## src/verilog/sio_pkg.sv

```systemverilog
// constants, types and reset values of the clocked serial interface
//
// Overview of operation
// - one 8-bit shift register shifts serial input in and serial output out
// - clock source field: 11 osc, 10 osc half, 01 timer, 00 external slave
// - timer source toggles shift clock on each timer 2 underflow, halving it
// - reset selects slave mode with external shift clock
// - master drives shift clock, stops after 8 clocks at inactive level
// - slave takes shift clock from pin, ignores edges after the eighth
// - master: clock pin output, pin 3 general; slave: clock input, pin 3 ready
// - pin 1 carries serial output only while output enable is set
// - software loads nibbles, writes trigger, data shifts with the shift clock
// - serial output changes on the leading edge of the active clock
// - sample edge select picks leading (1) or trailing (0) edge for input
// - end of transfer found by counting 8 shift clock cycles
// - completion always sets done flag, interrupt only when enabled
// - shift register contents readable through the two data nibbles
// - bit order: 0 LSB first, 1 MSB first, both directions
// - slave ready inactive normally, active right after trigger write
// - ready drops at first active clock level or high nibble access
// - build-time polarity flips clock and ready levels and edges together
// - trigger reads 1 from trigger write until the 8 clocks finish
// - port select gives pins serial in, serial out, clock, ready
package sio_pkg;

  localparam int ADDR_W = 18;
  // register indices; byte address is four times the index
  localparam logic [15:0] IDX_CONTROL = 16'hFF70;
  localparam logic [15:0] IDX_FORMAT = 16'hFF71;
  localparam logic [15:0] IDX_DATA_LOW = 16'hFF72;
  localparam logic [15:0] IDX_DATA_HIGH = 16'hFF73;
  localparam logic [15:0] IDX_IRQ_MASK = 16'hFFE2;
  localparam logic [15:0] IDX_IRQ_FLAG = 16'hFFF2;

  localparam int CTL_PORT_SEL = 0;
  localparam int CTL_TRIGGER = 1;
  localparam int CTL_OUT_EN = 2;
  localparam int FMT_SRC_LO = 0;
  localparam int FMT_SRC_HI = 1;
  localparam int FMT_EDGE = 2;
  localparam int FMT_ORDER = 3;
  localparam int FLAG_DONE = 0;

  localparam logic [1:0] CLK_SLAVE = 2'h0;
  localparam logic [1:0] CLK_TIMER = 2'h1;
  localparam logic [1:0] CLK_OSC_HALF = 2'h2;
  localparam logic [1:0] CLK_OSC = 2'h3;

  localparam logic [3:0] CYCLES_PER_BYTE = 4'h8;
  localparam int SYS_CLK_KHZ = 250000;
  localparam int MAX_SCLK_KHZ = 1000;
  localparam int MIN_SCLK_HALF_CYC = SYS_CLK_KHZ / MAX_SCLK_KHZ / 2;

  typedef enum logic [0:0] {ST_IDLE, ST_RUN} run_t;

  typedef struct packed {
    run_t run;
    logic port_sel;
    logic out_en;
    logic [1:0] clk_src;
    logic sample_edge;
    logic msb_first;
    logic [7:0] shreg;
    logic [3:0] cnt;
    logic done_flag;
    logic irq_en;
    logic irq;
    logic ready;
    logic sclk_act;
    logic out_bit;
    logic [2:0] osc_sync;
    logic [3:0] pin_s1;
    logic [3:0] pin_s2;
    logic sclk_prev;
    logic pready;
    logic pslverr;
    logic [31:0] prdata;
    logic [3:0] pin_o;
    logic [3:0] pin_oe;
  } state_t;

  localparam state_t STATE_RST = '0;

endpackage

```

## src/verilog/sync_serial.sv

```systemverilog
// clocked 8-bit serial interface, master or slave, with apb registers
`timescale 1ns/100ps
`default_nettype none
module sync_serial import sio_pkg::*; #(
  parameter bit POSITIVE_POLARITY = 1'b1
) (
  input wire logic sys_clk_i,
  input wire logic rst_i,
  input wire logic psel_i,
  input wire logic penable_i,
  input wire logic pwrite_i,
  input wire logic [ADDR_W-1:0] paddr_i,
  input wire logic [31:0] pwdata_i,
  output logic [31:0] prdata_o,
  output logic pready_o,
  output logic pslverr_o,
  input wire logic low_speed_osc_i,
  input wire logic timer2_underflow_i,
  input wire logic [3:0] port_pin_i,
  output logic [3:0] port_pin_o,
  output logic [3:0] port_pin_oe_o,
  input wire logic [3:0] gpio_out_i,
  input wire logic [3:0] gpio_oe_i,
  output logic serial_done_irq_o
);

  ////////////////////////////////////////////////////////////////////////////
  state_t q;
  state_t next_q;

  logic inv;
  logic [15:0] idx;
  logic hit_ctl;
  logic hit_fmt;
  logic hit_low;
  logic hit_high;
  logic hit_mask;
  logic hit_flag;
  logic hit_any;
  logic access;
  logic wr;
  logic rd;
  logic master;
  logic running;
  logic osc_rise;
  logic osc_fall;
  logic tick;
  logic ext_act;
  logic ext_lead;
  logic ext_trail;
  logic lead;
  logic trail;
  logic sample;
  logic sin_bit;
  logic last;

  // polarity is a build option
  assign inv = ~POSITIVE_POLARITY;

  ////////////////////////////////////////////////////////////////////////////
  // bus decode
  assign idx = paddr_i[ADDR_W-1:2];
  assign hit_ctl = idx == IDX_CONTROL;
  assign hit_fmt = idx == IDX_FORMAT;
  assign hit_low = idx == IDX_DATA_LOW;
  assign hit_high = idx == IDX_DATA_HIGH;
  assign hit_mask = idx == IDX_IRQ_MASK;
  assign hit_flag = idx == IDX_IRQ_FLAG;
  assign hit_any = hit_ctl | hit_fmt | hit_low | hit_high | hit_mask |
                   hit_flag;
  assign access = psel_i & penable_i & q.pready;
  assign wr = access & pwrite_i & hit_any;
  assign rd = access & ~pwrite_i & hit_any;

  ////////////////////////////////////////////////////////////////////////////
  // shift clock sources and edges
  assign master = q.clk_src != CLK_SLAVE;
  assign running = q.run == ST_RUN;
  assign osc_rise = q.osc_sync[1] & ~q.osc_sync[2];
  assign osc_fall = ~q.osc_sync[1] & q.osc_sync[2];

  always_comb begin
    case (q.clk_src)
      CLK_OSC: begin
        tick = osc_rise | osc_fall;
      end
      CLK_OSC_HALF: begin
        tick = osc_rise;
      end
      CLK_TIMER: begin
        tick = timer2_underflow_i;
      end
      default: begin
        tick = 1'b0;
      end
    endcase
  end

  // external clock in active sense, from the second sync stage
  assign ext_act = q.pin_s2[2] ^ inv;
  assign ext_lead = ext_act & ~q.sclk_prev;
  assign ext_trail = ~ext_act & q.sclk_prev;

  // edges only count while running, later ones are masked
  assign lead = running & (master ? (tick & ~q.sclk_act) : ext_lead);
  assign trail = running & (master ? (tick & q.sclk_act) : ext_trail);
  assign sample = q.sample_edge ? lead : trail;
  assign sin_bit = q.pin_s2[0];
  assign last = trail & (q.cnt == CYCLES_PER_BYTE - 4'h1);

  ////////////////////////////////////////////////////////////////////////////
  // next state
  always_comb begin
    next_q = q;
    next_q.osc_sync = {q.osc_sync[1:0], low_speed_osc_i};
    next_q.pin_s1 = port_pin_i;
    next_q.pin_s2 = q.pin_s1;
    next_q.sclk_prev = ext_act;

    // apb: answer one cycle into the access phase
    next_q.pready = psel_i & penable_i & ~q.pready;
    next_q.pslverr = 1'b0;
    next_q.prdata = '0;
    if (psel_i & penable_i & ~q.pready) begin
      next_q.pslverr = ~hit_any;
      if (hit_ctl) begin
        next_q.prdata[CTL_PORT_SEL] = q.port_sel;
        next_q.prdata[CTL_TRIGGER] = running;
        next_q.prdata[CTL_OUT_EN] = q.out_en;
      end
      if (hit_fmt) begin
        next_q.prdata[FMT_SRC_HI:FMT_SRC_LO] = q.clk_src;
        next_q.prdata[FMT_EDGE] = q.sample_edge;
        next_q.prdata[FMT_ORDER] = q.msb_first;
      end
      if (hit_low) begin
        next_q.prdata[3:0] = q.shreg[3:0];
      end
      if (hit_high) begin
        next_q.prdata[3:0] = q.shreg[7:4];
      end
      if (hit_mask) begin
        next_q.prdata[0] = q.irq_en;
      end
      if (hit_flag) begin
        next_q.prdata[FLAG_DONE] = q.done_flag;
      end
    end

    // register writes
    if (wr & hit_ctl) begin
      next_q.port_sel = pwdata_i[CTL_PORT_SEL];
      next_q.out_en = pwdata_i[CTL_OUT_EN];
      if (pwdata_i[CTL_TRIGGER]) begin
        next_q.run = ST_RUN;
        next_q.cnt = '0;
        next_q.sclk_act = 1'b0;
        next_q.ready = ~master;
      end
    end
    if (wr & hit_fmt) begin
      next_q.clk_src = pwdata_i[FMT_SRC_HI:FMT_SRC_LO];
      next_q.sample_edge = pwdata_i[FMT_EDGE];
      next_q.msb_first = pwdata_i[FMT_ORDER];
    end
    if (wr & hit_low) begin
      next_q.shreg[3:0] = pwdata_i[3:0];
    end
    if (wr & hit_high) begin
      next_q.shreg[7:4] = pwdata_i[3:0];
    end
    if ((wr | rd) & hit_high) begin
      next_q.ready = 1'b0;
    end
    if (wr & hit_mask) begin
      next_q.irq_en = pwdata_i[0];
    end
    if (wr & hit_flag & pwdata_i[FLAG_DONE]) begin
      next_q.done_flag = 1'b0;
    end

    // master clock generation
    if (master & running & tick) begin
      next_q.sclk_act = ~q.sclk_act;
    end

    // shift engine; output on leading edge, input on chosen edge
    if (lead) begin
      next_q.out_bit = q.msb_first ? q.shreg[7] : q.shreg[0];
      next_q.ready = 1'b0;
    end
    if (sample) begin
      if (q.msb_first) begin
        next_q.shreg = {q.shreg[6:0], sin_bit};
      end else begin
        next_q.shreg = {sin_bit, q.shreg[7:1]};
      end
    end
    if (trail) begin
      next_q.cnt = q.cnt + 4'h1;
    end
    if (last) begin
      next_q.run = ST_IDLE;
      next_q.done_flag = 1'b1;
    end

    next_q.irq = next_q.done_flag & next_q.irq_en;

    // pin roles, general port otherwise
    next_q.pin_o = gpio_out_i;
    next_q.pin_oe = gpio_oe_i;
    if (q.port_sel) begin
      next_q.pin_oe[0] = 1'b0;
      if (q.out_en) begin
        next_q.pin_o[1] = q.out_bit;
        next_q.pin_oe[1] = 1'b1;
      end
      if (master) begin
        next_q.pin_o[2] = q.sclk_act ^ inv;
        next_q.pin_oe[2] = 1'b1;
      end else begin
        next_q.pin_oe[2] = 1'b0;
        next_q.pin_o[3] = q.ready ^ inv;
        next_q.pin_oe[3] = 1'b1;
      end
    end
  end

  ////////////////////////////////////////////////////////////////////////////
  // state register; reset gives slave mode
  always_ff @(posedge sys_clk_i or posedge rst_i) begin
    if (rst_i) begin
      q <= STATE_RST;
    end else begin
      q <= next_q;
    end
  end

  assign prdata_o = q.prdata;
  assign pready_o = q.pready;
  assign pslverr_o = q.pslverr;
  assign port_pin_o = q.pin_o;
  assign port_pin_oe_o = q.pin_oe;
  assign serial_done_irq_o = q.irq;

  logic trig_wr;
  assign trig_wr = wr & hit_ctl & pwdata_i[CTL_TRIGGER];
endmodule // sync_serial
`default_nettype wire

```

## config.mk

```make
export PLATFORM = sky130hd
export DESIGN_NAME = sync_serial
export DESIGN_NICKNAME = d
export VERILOG_FILES = /design/src/verilog/sio_pkg.sv /design/src/verilog/sync_serial.sv
export SDC_FILE = /design/constraint.sdc
export NUM_CORES = 1
export LEC_CHECK = 0
export BUFFER_PORTS_ARGS = -buffer_cell sky130_fd_sc_hd__clkbuf_2
export CAP_MARGIN = 20
export CELL_PAD_IN_SITES_DETAIL_PLACEMENT = 1
export CELL_PAD_IN_SITES_GLOBAL_PLACEMENT = 1
export CORE_MARGIN = 1
export CORE_UTILIZATION = 32
export CTS_CLUSTER_DIAMETER = 40
export DETAILED_ROUTE_END_ITERATION = 8
export PLACE_DENSITY = 0.87
export REMOVE_ABC_BUFFERS = 1
export SYNTH_ARGS = -nofsm -noshare
export SYNTH_HDL_FRONTEND = slang
export SYNTH_SLANG_ARGS = --single-unit
```

## constraint.sdc

```tcl
create_clock -name sys_clk_i -period 1.8 [get_ports sys_clk_i]
set_input_delay 0.36 -clock sys_clk_i [delete_from_list [all_inputs] [get_ports sys_clk_i]]
set_output_delay 0.36 -clock sys_clk_i [all_outputs]
set_load 0.02 [all_outputs]
```

==> results.py, run 1 <==
metrics = {
    "worst_setup_path": {
        "crit_fanout": 8,
        "endpoint_kind": "register",
        "critical_path.max_stage_delay_ns": 0.45,
        "worstSetupStartpointType": "register",
        "crit_path_cell_trace": "or2_2 -> a31oi_4 -> o21ai_4 -> mux2i_4 -> buf_12 -> mux2i_2",
        "worstPathArrival_ns": 1.97,
        "path_delay_family": "flip-flops",
        "worst_ep_required_time_ns": 2.02,
        "timing_worst_setup_path_type": "register to register",
        "cp_num_buf_inv": 1,
        "crit_path_top_delay_cell": "sky130_fd_sc_hd__dfrtp_2",
    },
    "cts": {
        "cts.clk_slew.worst_paths_ns": 0.09,
        "clock_tree_from_tritoncts": "built",
        "cts_made_buffers": 5,
        "clock_insertion_delay_worst_skew_ns": 0.30,
        "largest_buffer_count_on_any_clock_path": 2,
        "clockRootBuffer": "sky130_fd_sc_hd__clkbuf_8",
        "hold_buffers": 0,
        "clock_sink_count": 47,
        "clock_tree.htree_level_count": 2,
    },
    "layout": {
        "insertedDiodeCount": 0,
        "drive_gt1_share_pct": 40.6,
        "fillers": 886,
        "final_design_area_no_fill_um2": 3030,
        "flow.area_growth_from_synthesis_pct": 17.2,
        "final_core_util_pct": 39.0,
        "num-nets-final": 351,
    },
    "placement": {
        "gp_routability_congestion": 0.811,
        "placement.io_buffers": 51,
        "place.detailed.hpwl_mm": 4.46,
        "placed_area_um2": 2910,
    },
    "flow_run": {
        "cap_viol_max_count": 0,
    },
    "synthesis": {
        "ys.flop_type": "sky130_fd_sc_hd__dfrtp_1",
        "yosysUniqueCellTypes": 53,
        "synth_top_area_share_pct": 45.5,
        "syn_avg_cell_area_um2": 11.7,
        "synth_compound_area_share_pct": 7.16,
        "synth_cells": 221,
        "synth_fa_ha_area_share_pct": 0.968,
        "mappedNetlistArea_um2": 2580,
        "largest_family_of_logic_cells_by_synthesized_area": "multiplexers",
        "synth_enable_flop_cells": 0,
        "yosys.area.top_type": "sky130_fd_sc_hd__dfrtp_1",
        "ys_top_cells_by_area": "sky130_fd_sc_hd__dfrtp_1, sky130_fd_sc_hd__buf_4, sky130_fd_sc_hd__mux2i_1",
        "yosys_warnings": 0,
        "synthMuxAreaShare_pct": 18.3,
        "synth_sequential_area_ratio_pct": 45.5,
        "postSynth.asyncResetShare_pct": 100,
        "synthXorXnorAreaFrac_pct": 0.339,
        "synth-seq-cells": 47,
        "yosys.area_share.simple_pct": 14.7,
    },
    "grt": {
        "number_of_global_route_vias_before_repair": 1896,
        "grt_antenna_before_repair": 0,
        "first_pass_grt_wire_length_mm": 9.53,
        "grt_overflow": 0,
        "grt.total_usage_pct": 14.4,
        "grt_start_max_net_pins": 48,
    },
    "sta": {
        "maxSlewHeadroom_pct": 64.3,
        "setup_viol": 0,
        "grt_setup_unrepaired": "true",
        "totalNegativeSetupSlack_ns": 0,
        "final.hold.worst_slack_ns": 0.0659,
        "worst-slew-pin-transition_ns": 0.535,
        "maxSlewViolCount": 0,
        "maxClockFrequency_ghz": 0.571,
        "fin_skew_ns": 0.00297,
        "timing.final.hold_violations": 0,
        "finalWorstPathRequiredPeriod_ns": 1.75,
        "layout_worst_path_cycle_share_pct": 97.4,
    },
    "power": {
        "irDropWorstVdd_uv": 295,
        "power_density_nw_per_um2": 642,
        "static-leakage-power_uw": 0.00141,
    },
    "route": {
        "routed_via_density": 4.74,
        "dr.first_iter.drc_count": 86,
        "route.final.wire_length_mm": 5.80,
        "route.detailed.wl_per_inst_um": 15.1,
        "drc": 0,
        "detail-route-antenna-nets": 0,
        "num_vias": 1816,
        "firstDrtPassIters": 4,
    },
    "floorplanning": {
        "core_area_um2": 7770,
        "die_h_um": 91.9,
        "die_w_um": 91.9,
        "fp.dieArea_um2": 8440,
        "floorplan.initialDensity_pct": 33.3,
        "floorplan.io_pins": 112,
        "floorplan.rows": 32,
    },
    "run_status": {
        "run_status": "finished, final reports clean",
    },
    "worst_hold_path": {
        "min-delay-path-class": "primary input to asynchronous set/reset pin",
    },
}
-- synthesized netlist by cell type, types with 3 or more instances --
library cell                n
sky130_fd_sc_hd__a21oi_1    3
sky130_fd_sc_hd__buf_4     40
sky130_fd_sc_hd__dfrtp_1   47
sky130_fd_sc_hd__inv_1      3
sky130_fd_sc_hd__mux2_2    12
sky130_fd_sc_hd__mux2i_1   27
sky130_fd_sc_hd__nand2_1   10
sky130_fd_sc_hd__nand2b_1   3
sky130_fd_sc_hd__nand3_1    7
sky130_fd_sc_hd__nand4b_1   3
sky130_fd_sc_hd__nor2_1     7
sky130_fd_sc_hd__nor2b_1    4
sky130_fd_sc_hd__nor3b_1    3
sky130_fd_sc_hd__o21ai_0    5
-- per-layer routing --
| metal | track usage [%] | vias up | part of all wire (%) |
|---|---|---|---|
| met5 | 0 | - | 0 |
| met4 | 3.26 | 0 | 0.59 |
| met3 | 3.15 | 4 | 4.9 |
| met2 | 25.1 | 67 | 52 |
| met1 | 18.1 | 911 | 43 |
| li1 | - | 834 | - |
-- sequential cells by signal, indices dropped and copies added, names as in the netlist, 4 cells and up --
register	count
next_q	4
port_pin_o	4
port_pin_oe_o	4
prdata_o	4
q	26
-- cell usage in the layout (no fill, tap or decap), types with 3 or more instances in the layout --
cell type                  netlist  final
sky130_fd_sc_hd__a21oi_1         3      3
sky130_fd_sc_hd__buf_4          40     17
sky130_fd_sc_hd__clkbuf_2        2     51
sky130_fd_sc_hd__clkbuf_8        0      5
sky130_fd_sc_hd__conb_1          1     28
sky130_fd_sc_hd__dfrtp_1        47     46
sky130_fd_sc_hd__mux2_2         12     12
sky130_fd_sc_hd__mux2i_1        27     26
sky130_fd_sc_hd__nand2_1        10      9
sky130_fd_sc_hd__nand2b_1        3      3
sky130_fd_sc_hd__nand3_1         7      6
sky130_fd_sc_hd__nand4b_1        3      3
sky130_fd_sc_hd__nor2_1          7      7
sky130_fd_sc_hd__nor2b_1         4      4
sky130_fd_sc_hd__nor3b_1         3      3
sky130_fd_sc_hd__o21ai_0         5      5
-- final cells by class --
cell class              instances  area, um^2  area share (%)
repair buffers                 70         423            14.0
inverters                       3        11.3           0.372
well taps                     102         128            4.21
flip-flops and latches         47        1180            38.9
clock inverters                 3        20.0           0.661
multi-input cells             153        1200            39.7
clock buffers                   5        68.8            2.27
-- metrics by stage --
step                      total power, uW  instances  setup slack [ns]
final                                1940        383            0.0477
after global routing                 2040        383           -0.0371
after CTS                            1970        383           0.00135
after detailed placement             1320        374            -0.296
after global placement               1320        374            -0.233
after floorplan                      1220        203           -0.0219
-- worst min-delay path: stages --
cell and delay (ns):
sky130_fd_sc_hd__clkbuf_2 0.09, sky130_fd_sc_hd__inv_2 0.06, sky130_fd_sc_hd__buf_12 0.25
-- kinds of logic after synthesis --
| logic type | count (synthesis) |
|---|---|
| AND/OR/NAND/NOR | 56 |
| buffers and inverters | 48 |
| flip-flops | 47 |
| multiplexers | 42 |
| AO/OA/AOI/OAI | 24 |
| adder cells (fa/ha/maj) | 2 |
| other | 1 |
| XOR/XNOR | 1 |
-- path summary, 6_finish.rpt --
check                              start                to  slack (ns)  depth (start not counted)
max in group asynchronous          rst_i             q[75]        1.48                          3
max reg2reg                        q[75]             q[71]        0.05                          6
max                                q[75]             q[71]        0.05                          6
min reg2reg                   next_q[52]        next_q[53]        0.36                          0
min                                rst_i  port_pin_oe_o[3]        0.07                          3
min in group sys_clk_i     gpio_out_i[0]     port_pin_o[0]        0.16                          1
-- timing repair --
action,in CTS,in global routing
endpoints found under the hold margin,0,0
setup buffers,1,0
resized for setup,1,7
setup endpoints to repair,3,14
pin swaps,0,3
-- where the power goes --
part           switching (uW)  leakage [uW]  internal (uW)
combinational             149      0.000813           71.7
sequential               7.18      0.000559           1080
clock                     371     0.0000402            271
total                     526       0.00141           1420
No activity file was read; power rests on OpenSTA's default activity.
==> inputs of run 2 (changes only) <==
- CORE_MARGIN: 1 -> 2
==> run 2 against run 1 <==
Effect of this change:
- combinational power about the same
- routed wire length increased by 11%
- count of clock-buffer cells in the layout increased by 1
- cell count decreased by 0.26%
- setup slack got worse by 0.037 ns
- clock power increased by 20%
- first-iteration DRC count decreased by 15%
- global-route usage increased by 0.57 points
==> results.py, run 2 (synthesis results as in run 1) <==
metrics = {
    "cts": {
        "clock_tree_from_tritoncts": "built",
        "largest_buffer_count_on_any_clock_path": 2,
        "cts.clk_slew.worst_paths_ns": 0.09,
        "clockRootBuffer": "sky130_fd_sc_hd__clkbuf_8",
        "clock_insertion_delay_worst_skew_ns": 0.32,
        "cts_made_buffers": 5,
        "hold_buffers": 0,
        "clock_sink_count": 47,
        "clock_tree.htree_level_count": 2,
    },
    "grt": {
        "grt.total_usage_pct": 14.9,
        "grt_antenna_before_repair": 0,
        "first_pass_grt_wire_length_mm": 10.0,
        "number_of_global_route_vias_before_repair": 1938,
        "grt_start_max_net_pins": 48,
        "grt_overflow": 0,
    },
    "route": {
        "num_vias": 1831,
        "routed_via_density": 4.79,
        "route.detailed.wl_per_inst_um": 16.9,
        "firstDrtPassIters": 4,
        "route.final.wire_length_mm": 6.46,
        "detail-route-antenna-nets": 0,
        "dr.first_iter.drc_count": 73,
        "drc": 0,
    },
    "layout": {
        "flow.area_growth_from_synthesis_pct": 18.0,
        "final_core_util_pct": 39.3,
        "fillers": 862,
        "insertedDiodeCount": 0,
        "max_reg_flops": 26,
        "final-seq-area_um2": 1180,
        "combined_area_of_the_multi_input_logic_cells_um2": 1210,
        "drive_gt1_share_pct": 39.3,
        "num-nets-final": 351,
        "regMostFlops": "q",
        "layout_common_cells": "sky130_fd_sc_hd__clkbuf_2, sky130_fd_sc_hd__dfrtp_1, sky130_fd_sc_hd__conb_1",
        "final_common_cell": "sky130_fd_sc_hd__clkbuf_2",
    },
    "sta": {
        "grt_setup_unrepaired": "true",
        "worst-slew-pin-transition_ns": 0.577,
        "setup_viol": 0,
        "timing.final.hold_violations": 0,
        "totalNegativeSetupSlack_ns": 0,
        "finalWorstPathRequiredPeriod_ns": 1.79,
        "maxSlewHeadroom_pct": 61.6,
        "maxClockFrequency_ghz": 0.559,
        "maxSlewViolCount": 0,
        "fin_skew_ns": 0.0138,
        "layout_worst_path_cycle_share_pct": 99.4,
        "final.hold.worst_slack_ns": 0.0697,
    },
    "flow_run": {
        "cap_viol_max_count": 0,
    },
    "power": {
        "power_density_nw_per_um2": 680,
        "irDropWorstVdd_uv": 267,
        "static-leakage-power_uw": 0.00143,
    },
    "floorplanning": {
        "floorplan.rows": 32,
        "floorplan.io_pins": 112,
        "fp.dieArea_um2": 8810,
        "floorplan.initialDensity_pct": 33.3,
        "die_w_um": 93.9,
        "core_area_um2": 7770,
        "die_h_um": 93.9,
    },
    "worst_setup_path": {
        "endpoint_kind": "register",
        "worstSetupStartpointType": "register",
        "ff2ff_path_depth": 7,
        "timing_worst_setup_path_type": "register to register",
        "path_delay_family": "compound AO/OA/AOI/OAI gates",
        "reg2reg_to": "q[66]",
        "critical_path.max_stage_delay_ns": 0.39,
        "r2r_setup_slack_ns": 0.01,
        "crit_path_cell_trace": "ha_1 -> and3b_1 -> a31oi_4 -> o21ai_4 -> mux2i_4 -> buf_12 -> mux2i_1",
        "worstPathArrival_ns": 2.01,
        "cp_num_buf_inv": 1,
        "crit_path_top_delay_cell": "sky130_fd_sc_hd__dfrtp_1",
        "crit_fanout": 8,
        "critical_path.reg2reg.startpoint": "next_q[53]",
        "worst_ep_required_time_ns": 2.03,
    },
    "placement": {
        "placement.io_buffers": 51,
        "place.detailed.hpwl_mm": 4.59,
        "gp_routability_congestion": 0.832,
    },
    "run_status": {
        "run_status": "finished, final reports clean",
    },
    "worst_hold_path": {
        "min-delay-path-class": "primary input to asynchronous set/reset pin",
    },
}
[run 2: area by class of cell]
class / instances / share of cell area [%]
flip-flops and latches: 47 / 38.6
clock buffers: 6 / 2.38
well taps: 102 / 4.19
clock inverters: 1 / 0.985
inverters: 3 / 0.369
repair buffers: 70 / 13.9
multi-input cells: 153 / 39.6
[run 2: how the worst max path moves through the flow]
stage	from	end	cells after the start
CTS	pready_o	q[73]	5
floorplan	paddr_i[5]	q[62]	5
finish	next_q[53]	q[66]	7
detailed placement	paddr_i[5]	q[62]	6
global route	pready_o	q[62]	6
global placement	paddr_i[5]	q[62]	6
[run 2: timing repair]
action | CTS | global route
setup endpoints to repair | 10 | 19
buffers inserted | 3 | 1
resized for setup | 7 | 2
pin swaps | 2 | 1
[run 2: per-layer routing]
metal | vias up | part of all wire [%] | GRT usage (%)
met5 | - | 0 | 0
met4 | 0 | 1.7 | 4.71
met3 | 9 | 5.1 | 3.37
met2 | 61 | 53 | 26.7
met1 | 925 | 40 | 17.7
li1 | 836 | - | -
[run 2: power by group]
part	internal (uW)	switching, uW	total, uW
clock	408	363	771
combinational	71.4	148	219
sequential	1080	7.83	1080
[run 2: worst min-delay path, stage by stage]
cell and delay (ns):
sky130_fd_sc_hd__clkbuf_2 0.09, sky130_fd_sc_hd__inv_2 0.06, sky130_fd_sc_hd__buf_12 0.25
[run 2: metrics by stage]
step / setup slack, ns / cell area, um^2 / std cells / total power (uW)
4_1_cts: -0.00424 / 3030 / 381 / 2090
2_1_floorplan: -0.0219 / 2360 / 203 / 1220
5_1_grt: -0.0688 / 3050 / 382 / 2150
3_3_place_gp: -0.223 / 2880 / 371 / 1310
3_5_place_dp: -0.236 / 2880 / 371 / 1320
6_report: 0.0104 / 3050 / 382 / 2070
==> inputs of run 3 (changes only) <==
- CORE_UTILIZATION: 32 -> 34
- CTS_BUF_LIST: unset -> sky130_fd_sc_hd__clkbuf_8
- PLACE_DENSITY: 0.87 -> 0.91
==> run 3 against run 2 <==
Effect of this change:
- via count grew 0.33%
- largest power group unchanged
- non-clock buffer count rose by 1
- setup slack got worse by 0.0033 ns
- critical path type unchanged
- total power grew 0.41%
- highest routed layer unchanged
- worst hold slack got worse by 0.0023 ns
- critical endpoint is now q[70]
- die area is 5.6% lower
- core utilization up 3.5 points
- sequential power hardly changed
==> results.py, run 3 (synthesis results as in run 1) <==
metrics = {
    "sta": {
        "layout_worst_path_cycle_share_pct": 99.6,
        "maxSlewHeadroom_pct": 62.7,
        "timing.final.hold_violations": 0,
        "fin_skew_ns": 0.00990,
        "finalWorstPathRequiredPeriod_ns": 1.79,
        "maxSlewViolCount": 0,
        "grt_setup_unrepaired": "true",
        "final.hold.worst_slack_ns": 0.0673,
        "setup_viol": 0,
        "worst-slew-pin-transition_ns": 0.560,
        "maxClockFrequency_ghz": 0.558,
    },
    "layout": {
        "drive_gt1_share_pct": 41.8,
        "final_design_area_no_fill_um2": 3120,
        "regMostFlops": "q",
        "max_reg_flops": 26,
        "insertedDiodeCount": 0,
        "final_common_cell": "sky130_fd_sc_hd__clkbuf_2",
        "num-nets-final": 352,
        "fillers": 832,
        "flow.area_growth_from_synthesis_pct": 20.7,
        "final_core_util_pct": 42.8,
        "layout_common_cells": "sky130_fd_sc_hd__clkbuf_2, sky130_fd_sc_hd__dfrtp_1, sky130_fd_sc_hd__conb_1",
    },
    "power": {
        "static-leakage-power_uw": 0.00146,
        "irDropWorstVdd_uv": 330,
        "power_density_nw_per_um2": 667,
    },
    "cts": {
        "clock_sink_count": 47,
        "cts_made_buffers": 5,
        "cts.clk_slew.worst_paths_ns": 0.09,
        "clock_tree_from_tritoncts": "built",
        "clockRootBuffer": "sky130_fd_sc_hd__clkbuf_8",
        "clock_insertion_delay_worst_skew_ns": 0.30,
        "largest_buffer_count_on_any_clock_path": 2,
        "hold_buffers": 0,
        "clock_tree.htree_level_count": 2,
    },
    "worst_setup_path": {
        "worstSetupStartpointType": "register",
        "endpoint_kind": "register",
        "critical_path.reg2reg.startpoint": "q[75]",
        "worstPathArrival_ns": 2.00,
        "critical_path.startpoint": "q[75]",
        "timing_worst_setup_path_type": "register to register",
        "critical_path.max_stage_delay_ns": 0.47,
        "crit_fanout": 8,
        "worst_ep_required_time_ns": 2.01,
        "crit_path_cell_trace": "or2_4 -> a31oi_4 -> o21ai_4 -> mux2i_4 -> buf_12 -> mux2i_2",
        "crit_path_top_delay_cell": "sky130_fd_sc_hd__dfrtp_1",
    },
    "grt": {
        "grt_start_max_net_pins": 48,
        "grt_overflow": 0,
        "number_of_global_route_vias_before_repair": 1993,
        "first_pass_grt_wire_length_mm": 9.97,
        "grt_antenna_before_repair": 0,
        "grt.total_usage_pct": 14.8,
    },
    "floorplanning": {
        "die_w_um": 91.2,
        "fp.dieArea_um2": 8320,
        "floorplan.io_pins": 112,
        "floorplan.initialDensity_pct": 35.4,
        "die_h_um": 91.2,
        "floorplan.rows": 31,
        "core_area_um2": 7290,
    },
    "route": {
        "drc": 0,
        "route.detailed.wl_per_inst_um": 16.4,
        "num_vias": 1837,
        "firstDrtPassIters": 4,
        "detail-route-antenna-nets": 0,
        "dr.first_iter.drc_count": 81,
        "routed_via_density": 4.82,
        "route.final.wire_length_mm": 6.27,
    },
    "worst_hold_path": {
        "min-delay-path-class": "primary input to asynchronous set/reset pin",
    },
    "placement": {
        "placement.io_buffers": 51,
        "gp_routability_congestion": 0.827,
        "placed_area_um2": 2880,
        "place.detailed.hpwl_mm": 4.49,
    },
    "run_status": {
        "run_status": "finished, final reports clean",
    },
    "flow_run": {
        "cap_viol_max_count": 0,
    },
}
[run 3: cell types whose count changed in the layout (fill, tap and decap cells not counted), sizes merged]
cell,delta
clkbuf,-1
buf,+1
clkinv,+2
[run 3: power breakdown]
group | switching [uW] | internal, uW
sequential | 8.60 | 1080
combinational | 150 | 72.8
clock | 361 | 414
[run 3: final cells by class]
cell class                      instances  area (um^2)  area share (%)
Clock inverter                          3         43.8            1.40
Inverter                                3         11.3           0.361
Timing Repair Buffer                   71          434            13.9
Tap cell                               99          124            3.97
Sequential cell                        47         1180            37.7
Clock buffer                            5         68.8            2.21
Multi-Input combinational cell        153         1260            40.4
[run 3: final timing paths]
| kind | end | slack, ns | cells after the start |
|---|---|---|---|
| worst min register to register | next_q[53] | 0.36 | 0 |
| max in group asynchronous | q[72] | 1.50 | 3 |
| worst max-delay path | q[70] | 0.007 | 6 |
| worst min-delay path | port_pin_o[0] | 0.07 | 3 |
| worst max register to register | q[70] | 0.007 | 6 |
| min in group sys_clk_i | port_pin_o[0] | 0.16 | 1 |
[run 3: through the flow]
step	setup TNS, ns	total power, uW	setup slack [ns]	cells
final	0	2080	0.00711	381
after floorplan	-0.0219	1220	-0.0219	203
after global routing	-0.430	2160	-0.0636	381
after global placement	-2.61	1310	-0.218	368
after CTS	-0.0139	2090	-0.0139	377
after detailed placement	-3.77	1320	-0.269	368
[run 3: metal layers]
layer	GRT usage [%]	part of all wire [%]
met4	2.40	1.2
met2	27.6	54
met5	0	0
met3	3.32	4.3
met1	17.7	40
[run 3: critical path: cells and delay by family, from the launching register on]
family,cells,cell delay (ns)
flip-flops,1,0.47
AO/OA/AOI/OAI,2,0.40
multiplexers,2,0.39
AND/OR/NAND/NOR,1,0.29
buffers and inverters,1,0.16
[run 3: what timing repair did]
action	CTS	global route
endpoints found under the setup margin	13	19
gates resized for setup	2	18
pin swaps	1	3
buffers inserted	1	4
